<file path="config.mk">
export PLATFORM = sky130hd
export DESIGN_NAME = rcs_sequencer
export DESIGN_NICKNAME = d
export VERILOG_FILES = /design/src/common/rcs_pkg.sv /design/src/hw/rcs_sequencer.sv
export SDC_FILE = /design/constraint.sdc
export NUM_CORES = 1
export LEC_CHECK = 0
export BUFFER_PORTS_ARGS = -buffer_cell sky130_fd_sc_hd__buf_2
export CAP_MARGIN = 20
export CORE_MARGIN = 2
export CORE_UTILIZATION = 30
export CTS_CLUSTER_SIZE = 20
export DETAILED_ROUTE_END_ITERATION = 12
export GPL_ROUTABILITY_DRIVEN = 1
export PLACE_DENSITY = 0.54
export SYNTH_ARGS = -nofsm -noshare
export SYNTH_HDL_FRONTEND = slang
export SYNTH_SLANG_ARGS = --single-unit
</file>
<file path="constraint.sdc">
create_clock -name clock_i -period 5 [get_ports clock_i]
set_input_delay 1 -clock clock_i [delete_from_list [all_inputs] [get_ports clock_i]]
set_output_delay 1 -clock clock_i [all_outputs]
set_load 0.02 [all_outputs]
</file>
<file path="src/common/rcs_pkg.sv">
// package: constants and carrier types for the reset and configuration sequencer
package rcs_pkg;
    localparam int unsigned CLK_HZ          = 20_000_000;
    localparam int unsigned CLK_NS          = 50;
    // timing figures in their own units
    localparam int unsigned PLL_LOCK_US     = 100;
    localparam int unsigned DLL_LOCK_MIN_CK = 7680;
    localparam int unsigned DLL_LOCK_MAX_CK = 122880;
    localparam int unsigned SOFT_RESET_N_MIN_CK   = 512;
    localparam int unsigned CFG_SETUP_CK    = 4;
    localparam int unsigned CFG_HOLD_CK     = 2;
    localparam int unsigned CFG_RELEASE_CK  = 5;
    localparam int unsigned SR_EXIT_MCK     = 200;
    // pll lock wait: longest time, rounded down, at least one cycle
    localparam int unsigned PLL_LOCK_CYC_RAW = (PLL_LOCK_US * 1000) / CLK_NS;
    localparam int unsigned PLL_LOCK_CYC     = (PLL_LOCK_CYC_RAW < 1) ? 1 : PLL_LOCK_CYC_RAW;
    localparam int unsigned CNT_W           = 24;
    localparam int unsigned RATIO_W         = 4;
    localparam int unsigned CS_N            = 4;
    localparam logic [CS_N-1:0] CS_GUARDED  = 4'h6;

    typedef enum logic [1:0] {
        RCS_ST_HARD,
        RCS_ST_PLL,
        RCS_ST_DLL,
        RCS_ST_RUN
    } rcs_state_t;

    // configuration captured at hard reset release
    typedef struct packed {
        logic [RATIO_W-1:0] plat_ratio;
        logic [RATIO_W-1:0] core_ratio;
        logic [7:0]         straps;
    } rcs_cfg_t;

    // status shown to the rest of the chip
    typedef struct packed {
        logic        pll_locked;
        logic        dll_locked;
        logic        core_run;
        logic [CS_N-1:0] cs_ready;
    } rcs_stat_t;
endpackage

</file>
<file path="src/hw/rcs_sequencer.sv">
// design: reset and power-on configuration sequencer
`timescale 1ns/1ps

// Notes on behaviour
// board controller holds hard reset low at least 100 us.
// board controller holds soft reset low at least 512 clocks.
// clock and pll straps stable 100 us before hard reset release.
// other straps valid 4 clocks before hard reset release.
// all straps held 2 clocks after hard reset release.
// strap drivers go high impedance within 5 clocks of release.
// wait 100 us pll lock interval before using generated clocks.
// dll lock takes 7680 to 122880 platform clocks, by ratio.
// platform clock rate is primary clock times platform ratio; the enable here pulses at primary clock divided by the ratio.
// chip selects 1 and 2 see 200 memory clocks before precharge.
// real time input high and low each two platform clocks.
// all reset counts run on the primary clock input.
// primary clock at most 166 MHz; ratios keep clocks in range.
// internal reset held until pll then dll intervals elapse.
module rcs_sequencer #(
    parameter int unsigned PLL_LOCK_CYCLES = rcs_pkg::PLL_LOCK_CYC,     // pll wait in clocks
    parameter int unsigned DLL_LOCK_CYCLES = rcs_pkg::DLL_LOCK_MAX_CK   // dll wait, platform clocks
) (
    input  wire logic                           clock_i,          // primary clock input, 20 MHz
    input  wire logic                           reset_n_i,        // async power-on reset
    input  wire logic                           hard_reset_n_i,   // board hard reset pin
    input  wire logic                           soft_reset_n_i,   // board soft reset pin
    input  wire logic [rcs_pkg::RATIO_W-1:0]    plat_ratio_i,     // platform pll ratio strap
    input  wire logic [rcs_pkg::RATIO_W-1:0]    core_ratio_i,     // core pll ratio strap
    input  wire logic [7:0]                     straps_i,         // other configuration straps
    input  wire logic                           sr_exit_i,        // memory self-refresh exit pulse
    input  wire logic                           mem_clk_en_i,     // one pulse per memory clock
    input  wire logic [rcs_pkg::CS_N-1:0]       precharge_req_i,  // precharge wanted per chip select
    output logic                                core_reset_n_o,   // internal reset, low while held
    output logic                                soft_reset_n_o,   // soft reset to core, low active
    output logic                                plat_clk_en_o,    // platform clock enable pulse
    output rcs_pkg::rcs_cfg_t                   cfg_o,            // latched configuration
    output rcs_pkg::rcs_stat_t                  stat_o,           // sequencer status
    output logic [rcs_pkg::CS_N-1:0]            precharge_ok_o    // precharge allowed per chip select
);
    // pin synchronisers; the first stage of each is read only by the second
    logic              hrst_s1_r, hrst_s2_r, hrst_d_r;
    logic              srst_s1_r, srst_s2_r;
    rcs_pkg::rcs_cfg_t strap_s1_r, strap_s2_r;
    always_ff @(posedge clock_i or negedge reset_n_i) begin
        if (!reset_n_i) begin
            hrst_s1_r <= 1'h0;
            hrst_s2_r <= 1'h0;
            hrst_d_r  <= 1'h0;
            srst_s1_r <= 1'h1;
            srst_s2_r <= 1'h1;
        end else begin
            hrst_s1_r <= hard_reset_n_i;
            hrst_s2_r <= hrst_s1_r;
            hrst_d_r  <= hrst_s2_r;
            srst_s1_r <= soft_reset_n_i;
            srst_s2_r <= srst_s1_r;
        end
    end

    // straps ride a synchroniser of their own, in step with the hard reset pin,
    // so the value kept is the one seen at the first edge after release
    always_ff @(posedge clock_i or negedge reset_n_i) begin
        if (!reset_n_i) begin
            strap_s1_r <= '0;
            strap_s2_r <= '0;
        end else begin
            strap_s1_r <= '{plat_ratio: plat_ratio_i, core_ratio: core_ratio_i, straps: straps_i};
            strap_s2_r <= strap_s1_r;
        end
    end
    wire hard_n    = hrst_s2_r;
    wire hard_rise = hrst_s2_r & ~hrst_d_r;


    // one counter serves the pll and the dll waits; only one of them runs at a time
    rcs_pkg::rcs_state_t state_r, state_nxt;
    logic [rcs_pkg::CNT_W-1:0] cnt_r, cnt_nxt;
    rcs_pkg::rcs_cfg_t         cfg_r;

    // platform clock enable: one pulse every ratio primary clocks
    logic [rcs_pkg::RATIO_W-1:0] div_r;
    // a zero strap is no legal ratio; it is taken as 1 so the enable never stops
    wire  [rcs_pkg::RATIO_W-1:0] ratio_m1 = (cfg_r.plat_ratio == '0) ? '0 : cfg_r.plat_ratio - 1'b1;
    // platform rate: primary clock divided by ratio here; R09 gives primary times ratio
    wire  plat_tick = (div_r == '0);
    always_ff @(posedge clock_i or negedge reset_n_i) begin
        if (!reset_n_i)
            div_r <= '0;
        else
            div_r <= plat_tick ? ratio_m1 : div_r - 1'b1;
    end

    wire cnt_zero = (cnt_r == '0);
    // pll interval, counted in primary clocks
    wire [rcs_pkg::CNT_W-1:0] pll_load = rcs_pkg::CNT_W'(PLL_LOCK_CYCLES - 1);
    // the output-to-platform ratio is not known here, so the 8:1 worst case is always
    // waited: boot is slower than needed at low ratios, but never too early
    // dll interval, worst-case ratio, counted in platform clocks
    wire [rcs_pkg::CNT_W-1:0] dll_load = rcs_pkg::CNT_W'(DLL_LOCK_CYCLES - 1);

    // every count below advances on clock_i or its enable
    always_comb begin
        state_nxt = state_r;
        cnt_nxt   = cnt_r;
        unique case (state_r)
            rcs_pkg::RCS_ST_HARD: begin
                if (hard_n) begin
                    state_nxt = rcs_pkg::RCS_ST_PLL;
                    cnt_nxt   = pll_load;
                end
            end
            rcs_pkg::RCS_ST_PLL: begin
                if (cnt_zero) begin
                    state_nxt = rcs_pkg::RCS_ST_DLL;
                    cnt_nxt   = dll_load;
                end else begin
                    cnt_nxt = cnt_r - 1'b1;
                end
            end
            rcs_pkg::RCS_ST_DLL: begin
                if (plat_tick) begin
                    if (cnt_zero)
                        state_nxt = rcs_pkg::RCS_ST_RUN;
                    else
                        cnt_nxt = cnt_r - 1'b1;
                end
            end
            rcs_pkg::RCS_ST_RUN: ;
        endcase
        // hard reset overrides every state
        if (!hard_n)
            state_nxt = rcs_pkg::RCS_ST_HARD;
    end

    always_ff @(posedge clock_i or negedge reset_n_i) begin
        if (!reset_n_i) begin
            state_r <= rcs_pkg::RCS_ST_HARD;
            cnt_r   <= '0;
        end else begin
            state_r <= state_nxt;
            cnt_r   <= cnt_nxt;
        end
    end

    // the straps kept are those of the first edge after release, so only one clock of
    // the board's hold is used; they are steady around that edge, so no bit can split
    // capture inside hold
    // setup met by board
    always_ff @(posedge clock_i or negedge reset_n_i) begin
        if (!reset_n_i)
            cfg_r <= '0;
        else if (hard_rise)
            cfg_r <= strap_s2_r;
    end

    // internal reset until pll and dll waits are done
    wire run = (state_r == rcs_pkg::RCS_ST_RUN);

    // soft reset is passed on only while running; board keeps it 512 clocks
    // registered so both resets leave on a clean edge, one clock after run
    logic core_rst_r, soft_rst_r;
    always_ff @(posedge clock_i or negedge reset_n_i) begin
        if (!reset_n_i) begin
            core_rst_r <= 1'h0;
            soft_rst_r <= 1'h0;
        end else begin
            core_rst_r <= run;
            soft_rst_r <= run & srst_s2_r;
        end
    end

    // memory chip selects 1 and 2 wait 200 memory clocks after self-refresh exit
    logic [7:0] mck_r;
    logic       sr_wait_r;
    localparam logic [7:0] SR_LAST = 8'(rcs_pkg::SR_EXIT_MCK - 1);
    always_ff @(posedge clock_i or negedge reset_n_i) begin
        if (!reset_n_i) begin
            mck_r     <= '0;
            sr_wait_r <= 1'h1;
        end else if (!hard_n) begin
            mck_r     <= '0;
            sr_wait_r <= 1'h1;
        // a later exit restarts the count; precharge waits on the most recent exit
        end else if (sr_exit_i) begin
            mck_r     <= '0;
            sr_wait_r <= 1'h1;
        end else if (sr_wait_r && mem_clk_en_i) begin
            // count memory clocks after exit
            mck_r     <= mck_r + 8'h01;
            sr_wait_r <= (mck_r != SR_LAST);
        end
    end

    // grants are registered: a request seen at one edge is answered at the next
    logic [rcs_pkg::CS_N-1:0] pre_ok_r;
    genvar g;
    generate
        for (g = 0; g < rcs_pkg::CS_N; g++) begin : g_cs
            // guarded selects blocked during wait; 0 and 3 are free
            wire ok = run & precharge_req_i[g] & ~(rcs_pkg::CS_GUARDED[g] & sr_wait_r);
            always_ff @(posedge clock_i or negedge reset_n_i) begin
                if (!reset_n_i)
                    pre_ok_r[g] <= 1'h0;
                else
                    pre_ok_r[g] <= ok;
            end
        end
    endgenerate

    // status decode; the guard is shown even while no precharge is asked for
    wire                     pll_done = (state_r == rcs_pkg::RCS_ST_DLL) | run;
    wire [rcs_pkg::CS_N-1:0] cs_free  = ~({rcs_pkg::CS_N{sr_wait_r}} & rcs_pkg::CS_GUARDED);

    // R11 and R13 are the board's duty; nothing checked here
    assign core_reset_n_o = core_rst_r;
    assign soft_reset_n_o = soft_rst_r;
    assign plat_clk_en_o  = plat_tick;
    assign cfg_o          = cfg_r;
    assign precharge_ok_o = pre_ok_r;
    assign stat_o         = '{pll_locked: pll_done,
                              dll_locked: run,
                              core_run:   core_rst_r,
                              cs_ready:   cs_free};
endmodule

</file>
Word-level counts from Yosys, hierarchy flattened
Cells that the tools add are included.
Widths: inputs -> output; s select.
Word-level totals
  bits in registers: 98
  memories: 0
  RAM bits: 0
  bits of input ports: 26
  output and inout port bits: 30
  latch bits: 0
  word-level logic and storage cells: 79
  bits in read-only memories: 0
Operators by class
  multiply operators: 0
  shifts and indexed selects: 0
  magnitude comparators: 0
  div/mod/pow operators: 0
  reduce and logical (&&, ||, !) cells: 8
  equal/unequal tests: 12
  add/subtract/negate cells: 4
  bitwise logic cells: 12
  muxes and demuxes: 18
Operators by type and width (number)
  $mux 24: 4
  $pmux 24 s3: 1
  $logic_not 24->1: 1
  $mux 8: 3
  $sub 24x1->24 const B: 1
  $ne 3x3->1 const B: 3
  $add 8x1->8 const B: 1
  $and 1x1->1: 8
  $logic_not 4->1: 2
  $mux 2: 4
  $mux 4: 2
  $ne 8x8->1 const B: 1
  $reduce_and 4->1: 2
  $sub 4x1->4 const B: 2
  $ne 2x2->1 const B: 3
  $pmux 2 s3: 1
  $eq 2x2->1 const B: 2
  $ne 4x1->1 const B: 1
  $not 3->4: 1
  $mux 1: 3
  $ne 3x2->1 const B: 1
  $reduce_bool 3->1: 1
  $eq 2x1->1 const B: 1
  $logic_not 2->1: 1
  3 further kinds: 4

Logic depth before layout (Yosys ltp)
Gate-level depths: netlist (run 1).
  depth in word-level cells: 5
  mapped depth: 8
  mapped depth without buffers: 8

Worst setup path before layout (run 1)
OpenSTA, ideal clock, no wires.
  path kind: register to output
  from: register state_r[0]
  to: output stat_o[6] in the netlist's numbering
  data required time: 4000 ps
  slack: 2874 ps
  path buffers: 1
  stages on the path, launching flop included: 5
  arrival: 1126 ps
  cells stage by stage: dfrtp_1 > inv_1 > ha_1 > or2_2 > buf_4
On the way
  cells in the longest elaborated chain, start to end: 2
  elaborated cells on any way between the ends: 3
  classes of those cells: eq/ne: 2; bitwise: 1
RTL lines
  start: declaration: RTL line rcs_sequencer.sv:76  | rcs_pkg::rcs_state_t state_r, state_nxt;
  start signal: assignment: RTL line rcs_sequencer.sv:137  | state_r <= rcs_pkg::RCS_ST_HARD;
  start signal: assignment: RTL line rcs_sequencer.sv:140  | state_r <= state_nxt;
  $eq 2x2->1 (on tied branches): RTL line rcs_sequencer.sv:211, rcs_sequencer.sv:157
  $or 1x1->1 (*): RTL line rcs_sequencer.sv:211  | wire pll_done = (state_r == rcs_pkg::RCS_ST_DLL) | run;
  end: declaration: RTL line rcs_sequencer.sv:37  | output rcs_pkg::rcs_stat_t stat_o,
Every way passes the cells marked *; elsewhere a longest branch is shown, timed or not.

Worst setup path after layout (run 1)
  from: register state_r[0]
  to: register cnt_r[17] in the netlist's numbering
On the way
  cells in the longest elaborated chain, start to end: 3
  elaborated cells on any way between the ends: 9
  classes of those cells: eq/ne: 5; mux: 1; reduce/logical: 3
RTL lines
  $eq 2x2->1, or another cell as far along: RTL line rcs_sequencer.sv:105  | unique case (state_r)
  $ne 2x2->1 (no source line) / $reduce_bool 3->1 (equally long branches)
  $reduce_and 4->1 (no source line)
  end signal: assignment: RTL line rcs_sequencer.sv:141  | cnt_r <= cnt_nxt;
  end: declaration: RTL line rcs_sequencer.sv:77  | logic [rcs_pkg::CNT_W-1:0] cnt_r, cnt_nxt;
Several ways; a longest one is shown, not always the timed one.
A chain may end at the register's enable or synchronous reset.

==> impl_results.md, run 1 <==
- Status: complete, no violations
- CP Data Required Time: 5260 ps
- Min-delay worst type: flop to flop
- Most instantiated cells after synthesis: dfrtp_1, nor2_1, a21oi_1
- Post-route cell area: 4980 um2
- Worst-path clk slew: 70 ps
- Reg2Reg Setup Slack: 2300 ps
- Fraction of registers with async set or reset after synthesis: 1.00
- Pwr Total: 2.53 mW
- Share of layout cells above drive strength 1: 0.252
- Post-CTS Hold Buffers: 0
- Achievable clock frequency: 0.370 GHz
- Root Buffer: clkbuf_16
- Post-synth EDFFs: 0
- Critical path fanouts, max: 15
- Cell taking the most area after synthesis: dfrtp_1
- Nets: 449
- Final worst slack: 2300 ps
- Slew @ Worst Pin: 1040 ps
- Post-synth top area share: 0.563
- Rows: 43
- Critical Path AT: 2960 ps
- Fin Setup TNS: 0 ps
- Startpoint types: flop
- Post-Synthesis Cells: 364
- Endpoints failing setup: 0
- Clock skew: 5.18 ps
- Cell with the most instances after synthesis: dfrtp_1
- Crit path launch: state_r[0]
- P per Cell Area: 507 nW/um2
- Antenna violations before repair: 0
- Sequential-to-total area share from yosys stat: 0.582
- Vias: 3020
- Total track usage: 0.127
- Unique masters post-synth: 67
- Layout fillers: 1366
- Global-route wire length before repair: 14800 um
- Critical-path cell list: inv_1, ha_1, or2_2, nand2_1, a21oi_1, o311ai_0, a31oi_1
- GPL Wtd Cong: 0.837
- Placed Area: 4650 um2
- Reg2Reg Depth: 7
- Post-route insts no fill: 601
- CP max stage delay: 850 ps
- Setup Buffers After CTS: 0
- Post-synthesis cell area: 4220 um2
- Final WL: 8700 um
- RSZ-0062 raised after global routing: false
- Post-CTS sizing: 0
- Detail Placement HPWL: 6060 um
- Slowest-stage cell, CP: a21oi_1
- CTS Sinks: 98
- Die Footprint: 15000 um2
- Leak Pwr: 2.21 nW
- Ranking of synthesized cells by area: dfrtp_1, mux2_2, nor2_1
- WL/cell: 14.5 um
- DR iter-0 viols: 165
- Ant diodes: 0
- Fin util: 0.360
- Antenna violation net count after detailed routing: 0
- Avg Inst Size Synth: 11.6 um2
- Max Cap Viol: 0
- CTS Buffer Depth: 2
- Pins Over Slew Limit: 0
- Synth warn: 0
- DR DRC count: 0
- Worst Setup End Kind: flop
- Starting Density: 0.305
- Area grow syn2layout: 18.0%
- Main synth FF type: dfrtp_1
- Vias per inst: 5.02
- Critical Path Sink: cnt_r[17]
- Grt ovf: 0
- Worst slack, placed: 2330 ps
- Drt pass-1 iters: 4
- H-Tree Depth: 3
- Final critical-path required period: 2700 ps
- Crit Reg-Reg Startpoint: state_r[0]
- Placed cells: 585
- Worst slew margin: 0.306
- Port bufs: 53
- Vias in the first global route: 2929
- Worst R2R End: cnt_r[17]
- Die height: 123 um
- CTS tree: done
- Synth Register Bits: 98
- Core Region: 13800 um2
- Final cycle utilization of the critical path: 0.540
- DIE WIDTH: 123 um
- CTS buffer count: 9
- Largest net degree at the start of global routing: 64
- CP Class: flop to flop
- Final hold violation count: 0
- Worst skew pair latency: 350 ps
- I/O Pins: 56
- Peak supply drop: 0.276 mV
- Final hold slack: 348 ps
[cell type report]
| cell class | instances | area [um2] | share of cell area |
|---|---|---|---|
| flip-flops and latches | 98 | 2460 | 0.493 |
| multi-input cells | 235 | 1620 | 0.325 |
| repair buffers | 55 | 283 | 0.0568 |
| well taps | 180 | 225 | 0.0452 |
| clock buffers | 9 | 225 | 0.0452 |
| inverters | 17 | 63.8 | 0.0128 |
| clock inverters | 7 | 109 | 0.0219 |
[cell usage in the layout (no fill, tap or decap), drive strengths merged, types with 3 or more instances in the layout]
master	count
nand2	19
and3	5
o21a	3
nor2	28
mux2	17
nand2b	3
buf	55
a31oi	13
o31ai	3
a22oi	4
dfstp	3
nor4	7
or3	8
clkbuf	9
nand4	4
a21oi	20
ha	7
nand3b	3
o22a	5
inv	20
or2	3
a41oi	3
nand3	13
and2	7
dfrtp	95
o21ai	5
o311ai	3
xor2	5
nor3	11
[cell families after synthesis]
family,count (synthesis),synth area share
simple gates,118,0.155
flops,98,0.582
compound gates,82,0.141
buf+inv,32,0.0359
mux,19,0.0501
fa+ha+maj,7,0.0208
xor+xnor,7,0.0145
other cells,1,0.000889
[registers in the layout (all words and copies together), names as in the netlist, 2 cells and up]
| name | cells |
|---|---|
| mck_r | 8 |
| strap_s2_r | 16 |
| precharge_ok_o | 4 |
| strap_s1_r | 16 |
| cfg_o | 16 |
| state_r | 2 |
| div_r | 4 |
| cnt_r | 24 |
[worst min-delay path by stage]
stage	slack [ps]	startpoint	endpoint	depth (start not counted)
5_1_grt	360	strap_s1_r[2]	strap_s2_r[2]	0
3_3_place_gp	330	strap_s1_r[3]	strap_s2_r[3]	0
2_1_floorplan	330	hrst_s1_r	hard_n	0
3_5_place_dp	330	strap_s1_r[3]	strap_s2_r[3]	0
4_1_cts	350	strap_s1_r[3]	strap_s2_r[3]	0
6_report	350	hrst_s1_r	hard_n	0
[worst max-delay path, delay by kind of cell (launching register included)]
| kind | cells | cell delay (ps) |
|---|---|---|
| DFF | 1 | 420 |
| adders and majority gates | 1 | 290 |
| AOI/OAI and AO/OA | 3 | 1410 |
| buffers and inverters | 1 | 100 |
| and+or+nand+nor | 2 | 390 |
[power by group]
part / internal, mW / total [mW] / switching (mW)
sequential: 0.889 / 0.979 / 0.0898
clock: 0.449 / 0.767 / 0.318
combinational: 0.299 / 0.781 / 0.482
[per-layer routing]
layer | GRT usage | vias to the layer above | routed length (um)
li1 | - | 1438 | -
met1 | 0.163 | 1500 | 4020
met2 | 0.201 | 76 | 4090
met3 | 0.0465 | 6 | 496
met4 | 0.0352 | 0 | 95
met5 | 0 | - | 0
Note: power is estimated with default switching activity, not from simulation.
==> inputs of run 2 (changes only) <==
--- a/config.mk
+++ b/config.mk
@@ -12,7 +12,7 @@
 export CTS_CLUSTER_SIZE = 20
 export DETAILED_ROUTE_END_ITERATION = 12
 export GPL_ROUTABILITY_DRIVEN = 1
-export PLACE_DENSITY = 0.54
+export PLACE_DENSITY = 0.56
 export SYNTH_ARGS = -nofsm -noshare
 export SYNTH_HDL_FRONTEND = slang
 export SYNTH_SLANG_ARGS = --single-unit
==> constraint.sdc (replaced) <==
create_clock -name clock_i -period 2.3 [get_ports clock_i]
set_input_delay 0.46 -clock clock_i [delete_from_list [all_inputs] [get_ports clock_i]]
set_output_delay 0.46 -clock clock_i [all_outputs]
set_load 0.02 [all_outputs]
==> run 2 against run 1 <==
Largest power group unchanged. Cell count increased by 4.7%. First-iteration DRC count fell by 25%. Core utilization is 1.4 points higher. Clock skew up 3.0 ps. Critical path type unchanged. Final area rose by 3.9%. Worst hold slack worse by 330 ps.
==> impl_results.md, run 2 (synthesis results as in run 1) <==
- Status: complete, no violations
- Most frequent cells in the layout: dfrtp_1, buf_2, buf_4
- Final critical-path required period: 2190 ps (-512 ps)
- DR DRC count: 0 (unchanged)
- Placed cells: 613 (+4.8%)
- RSZ-0062 raised after global routing: false
- Detail Placement HPWL: 6510 um (+7.4%)
- CTS tree: done
- Antenna violation net count after detailed routing: 0 (unchanged)
- Critical Path AT: 2420 ps (-540 ps)
- Most flop-heavy register: cnt_r
- Nets: 477 (+6.2%)
- CP Class: flop to flop
- Largest net degree at the start of global routing: 34 (-47%)
- Clock skew: 8.22 ps (+3.05 ps)
- Vias per inst: 5.01 (-0.34%)
- Port bufs: 53 (unchanged)
- P per Cell Area: 1090 nW/um2 (+110%)
- Global-route wire length before repair: 15800 um (+7.0%)
- Drt pass-1 iters: 4 (unchanged)
- CP Data Required Time: 2530 ps (-2730 ps)
- Worst skew pair latency: 350 ps (about the same)
- I/O Pins: 56 (unchanged)
- Commonest non-fill, non-tap cell in the layout: dfrtp_1
- Internal power: 3.62 mW (+120%)
- Setup Buffers After CTS: 0 (unchanged)
- Vias in the first global route: 3210 (+9.6%)
- Share of layout cells above drive strength 1: 0.305 (+0.0533)
- Worst Setup End Kind: flop
- Achievable clock frequency: 0.457 GHz (+23%)
- Flop pwr share: 0.376 (-0.011)
- Final worst slack: 111 ps (-2190 ps)
- Clock power frac: 0.273 (-0.030)
- Antenna violations before repair: 0 (unchanged)
- Max FFs per register: 24 (unchanged)
- Die Footprint: 15000 um2 (unchanged)
- Vias: 3150 (+4.3%)
- Peak supply drop: 0.481 mV (+74%)
- WL/cell: 14.3 um (-0.94%)
- Pins Over Slew Limit: 0 (unchanged)
- DIE WIDTH: 123 um (unchanged)
- CTS buffer count: 9 (unchanged)
- Final cycle utilization of the critical path: 0.952 (+0.412)
- Max Cap Viol: 0 (unchanged)
- Endpoints failing setup: 0 (unchanged)
- Worst slack, placed: 100 ps (-2230 ps)
- Ant diodes: 0 (unchanged)
- Grt ovf: 0 (unchanged)
- Root Buffer: clkbuf_16
- Fin Setup TNS: 0 ps (unchanged)
- Starting Density: 0.305 (unchanged)
- Worst slew margin: 0.629 (+0.324)
- Worst-path clk slew: 70 ps (about the same)
- Net Sw Frac: 0.357 (+0.00488)
- Combinational Power Share: 0.351 (+0.042)
- Final hold violation count: 0 (unchanged)
- Leak Pwr: 2.34 nW (+5.7%)
- Rows: 43 (unchanged)
- Die height: 123 um (unchanged)
- Switch Pwr: 2.01 mW (+130%)
- Startpoint types: flop
- DR iter-0 viols: 123 (-25%)
- Critical path fanouts, max: 9 (-6)
- Total track usage: 0.135 (+0.00870)
- Final WL: 9020 um (+3.7%)
- Core Region: 13800 um2 (unchanged)
- CTS Sinks: 98 (unchanged)
- CTS Buffer Depth: 2 (unchanged)
- Area grow syn2layout: 22.7%
- Min-delay worst type: input pin to async pin
- H-Tree Depth: 3 (unchanged)
- Post-route insts no fill: 629 (+4.7%)
- GPL Wtd Cong: 0.909 (+8.5%)
- Slew @ Worst Pin: 542 ps (-500 ps)
==> run 2: changes by cell type in the layout (fill, tap and decap cells not counted) <==
cell and delta:
buf_4 +27, clkinv_2 +2, clkinv_4 -2, a21oi_1 -1
a21oi_2 +1, and2_1 -1, and2_2 +1, buf_12 +1
bufinv_16 -1, clkinvlp_4 +1, inv_6 +1, inv_8 -1
o21a_1 -1, o21a_2 +1
==> run 2: worst paths after layout <==
check	start	end	slack (ps)	depth (start not counted)
setup / recovery	cnt_r[1]	cnt_r[9]	110	8
setup reg to reg	cnt_r[1]	cnt_r[9]	110	8
max in group asynchronous	reset_n_i	srst_s2_r	1630	2
hold reg to reg	strap_s1_r[5]	strap_s2_r[5]	350	0
min in group clock_i	soft_reset_n_i	srst_s1_r	210	1
hold / removal	reset_n_i	cfg_o[5]	20	1
==> run 2: timing repair <==
item	CTS	global route
hold buffers	0	0
endpoints found under the setup margin	0	6
gates resized for setup	0	3
==> run 2: critical path: stages (launching register included) <==
cell and delay [ps]:
dfrtp_1 350, inv_1 70, ha_1 190, nor3b_2 170, and4_1 180, buf_4 150
a211o_4 350, and2_2 260, o32a_1 350
==> run 2: per-layer routing <==
metal	global-route usage	wire length (um)	up-vias	part of all wire
met3	0.0335	467	12	0.052
met2	0.204	4100	82	0.45
met4	0.0596	148	0	0.016
li1	-	-	1500	-
met5	0	0	-	0
met1	0.184	4310	1556	0.48
==> run 2: power groups by stage <==
| stage | logic [mW] | clock network (mW) | registers [mW] |
|---|---|---|---|
| after global placement | 1.92 | 0 | 2.14 |
| after detailed placement | 1.96 | 0 | 2.15 |
| after global routing | 2.18 | 1.67 | 2.16 |
| after floorplan | 1.24 | 0 | 2.18 |
| final | 1.98 | 1.54 | 2.12 |
| after CTS | 1.97 | 1.60 | 2.12 |
==> run 2: metrics by stage <==
step	instance area [um2]	utilization	hold slack, ps	total power, mW
global placement	4870	0.352	332	4.06
detailed placement	4870	0.352	335	4.11
floorplan	4220	-	164	3.42
finish	5180	0.374	15.1	5.63
CTS	5170	0.374	10.8	5.70
global route	5180	0.374	26.1	6.01
==> run 2: area by class of cell <==
cell class,count,area [um2]
sequential,98,2460
timing repair buffer,83,505
clock inverter,7,76.3
clock buffer,9,225
multi-input combinational,235,1620
fill,1347,8650
inverter,17,63.8
tap,180,225
==> inputs of run 3 (changes only) <==
--- a/config.mk
+++ b/config.mk
@@ -7,7 +7,7 @@
 export LEC_CHECK = 0
 export BUFFER_PORTS_ARGS = -buffer_cell sky130_fd_sc_hd__buf_2
 export CAP_MARGIN = 20
-export CORE_MARGIN = 2
+export CORE_MARGIN = 3
 export CORE_UTILIZATION = 30
 export CTS_CLUSTER_SIZE = 20
 export DETAILED_ROUTE_END_ITERATION = 12
==> run 3 against run 2 <==
Total power about the same. Cell count down 0.16%. Critical path depth unchanged. Combinational power about the same. Routed wire length down 2.8%. Sequential cell count unchanged. First-iteration DRC count up 30%. Worst hold slack better by 200 ps. Critical path type unchanged. Critical endpoint unchanged. Largest power group unchanged.
==> impl_results.md, run 3 (synthesis results as in run 1) <==
- Ant diodes: 0 (unchanged)
- Vias: 3115 (-1.1%)
- Antenna violations before repair: 0 (unchanged)
- Die Footprint: 15500 um2 (+3.3%)
- Clock skew: 8.24 ps (+0.0220 ps)
- Fin Setup TNS: 0 ps (unchanged)
- Area grow syn2layout: 23.1%
- CP max stage delay: 350 ps (about the same)
- Placed Area: 4880 um2 (+0.15%)
- Final cycle utilization of the critical path: 0.939 (-0.0125)
- Global-route wire length before repair: 14900 um (-6.1%)
- Vias per inst: 4.96 (-0.95%)
- GPL Wtd Cong: 0.856 (-5.7%)
- Worst min-delay path startpoint: straps_i[4]
- Max Cap Viol: 0 (unchanged)
- I/O Pins: 56 (unchanged)
- Nets: 480 (+0.63%)
- Pins Over Slew Limit: 0 (unchanged)
- Port bufs: 53 (unchanged)
- CTS Sinks: 98 (unchanged)
- Drt pass-1 iters: 4 (unchanged)
- CTS tree: done
- Starting Density: 0.312 (+0.00727)
- Largest net degree at the start of global routing: 61 (+79%)
- Hold Crit Depth: 1
- RSZ-0062 raised after global routing: false
- Leak Pwr: 2.35 nW (+0.61%)
- Grt ovf: 0 (unchanged)
- Pwr Total: 5.63 mW (about the same)
- Reg2Reg Setup Slack: 140 ps (+30 ps)
- Final hold violation count: 0 (unchanged)
- Final WL: 8770 um (-2.8%)
- P per Cell Area: 1080 nW/um2 (-0.43%)
- Top delay family on crit path: compound AO/OA/AOI/OAI gates
- DR iter-0 viols: 160 (+30%)
- CP Data Required Time: 2530 ps (about the same)
- Buffers & Inverters on Critical Path: 2 (unchanged)
- DIE WIDTH: 125 um (+1.6%)
- Antenna violation net count after detailed routing: 0 (unchanged)
- Final hold slack: 216 ps (+201 ps)
- Slew @ Worst Pin: 619 ps (+76.6 ps)
- CTS Buffer Depth: 2 (unchanged)
- Vias in the first global route: 3102 (-3.4%)
- Status: complete, no violations
- H-Tree Depth: 3 (unchanged)
- Reg2Reg Depth: 8 (unchanged)
- Root Buffer: clkbuf_16
- Most flop-heavy register: cnt_r
- Final worst slack: 139 ps (+28.8 ps)
- Worst slack, placed: 66.1 ps (-34.4 ps)
- Critical Path AT: 2390 ps (-30 ps)
- Die height: 125 um (+1.6%)
- Detail Placement HPWL: 6370 um (-2.1%)
- Worst R2R End: cnt_r[9]
- Rows: 42 (-2.3%)
- Worst Setup End Kind: flop
- Min-delay worst type: input pin to flop
- DR DRC count: 0 (unchanged)
- Crit Reg-Reg Startpoint: cnt_r[0]
- Core Region: 13500 um2 (-2.3%)
- CP Class: flop to flop
- Max FFs per register: 24 (unchanged)
- Share of layout cells above drive strength 1: 0.303 (-0.00203)
- Endpoints failing setup: 0 (unchanged)
- Startpoint types: flop
- Final critical-path required period: 2160 ps (-28.8 ps)
- Achievable clock frequency: 0.463 GHz (+1.3%)
- Total track usage: 0.116 (-0.0189)
- Worst skew pair latency: 340 ps (about the same)
- WL/cell: 14.0 um (-2.6%)
- Critical path fanouts, max: 9 (unchanged)
- Worst slew margin: 0.577 (-0.0524)
- Commonest non-fill, non-tap cell in the layout: dfrtp_1
- Most frequent cells in the layout: dfrtp_1, buf_2, buf_4
- Post-route cell area: 5190 um2 (+0.36%)
- Slowest-stage cell, CP: dfrtp_1
- Hold Path Sink: strap_s1_r[4]
- Peak supply drop: 0.501 mV (+4.2%)
- Worst-path clk slew: 70 ps (about the same)
- Critical-path cell list: inv_1, ha_1, nor3b_2, and4_1, buf_4, a211o_4, and2_2, o32a_1
- CTS buffer count: 9 (unchanged)
## run 3: cell count changes in the layout (fill, tap and decap cells not counted), sizes merged
cell,previous run,this run
inv,20,22
bufinv,1,0
clkinvlp,1,0
clkinv,2,1
clkbuf,9,10
buf,83,85
dlygate4sd3,0,1
## run 3: area by class of cell
cell class                 instances  area (um2)
clock inverter                     6        65.1
sequential                        98        2460
fill                            1328        8310
tap                              176         220
clock buffer                      10         239
multi-input combinational        235        1620
timing repair buffer              86         531
inverter                          17        63.8
## run 3: repair_timing
item	CTS	global route
hold buffers	1	0
resized for setup	0	2
setup buffers	0	0
endpoints found under the hold margin	6	0
setup endpoints to repair	0	7
## run 3: layer usage
layer | part of all wire | up-vias | routed length [um] | track usage
met3 | 0.048 | 7 | 418 | 0.0347
met2 | 0.46 | 81 | 4080 | 0.181
li1 | - | 1499 | - | -
met4 | 0.010 | 0 | 89 | 0.0419
met1 | 0.48 | 1528 | 4190 | 0.154
met5 | 0 | - | 0 | 0
## run 3: power breakdown
group          switching (mW)  leakage [nW]  internal (mW)
Combinational            1.13          1.00          0.877
Sequential              0.187          1.20           1.93
Clock                   0.705         0.151          0.800
## run 3: worst max-delay path by stage
stage             start        end  cells past startpoint
2_1_floorplan  cnt_r[0]   cnt_r[9]                      8
6_report       cnt_r[0]   cnt_r[9]                      8
3_3_place_gp   cnt_r[0]  cnt_r[17]                      7
4_1_cts        cnt_r[0]  cnt_r[17]                      7
3_5_place_dp   cnt_r[0]  cnt_r[22]                      8
5_1_grt        cnt_r[0]   cnt_r[9]                      8
## run 3: per-stage QoR
| step | cells | util |
|---|---|---|
| after global placement | 611 | 0.361 |
| final | 628 | 0.385 |
| after floorplan | 365 | - |
| after CTS | 628 | 0.384 |
| after global routing | 628 | 0.385 |
| after detailed placement | 611 | 0.361 |
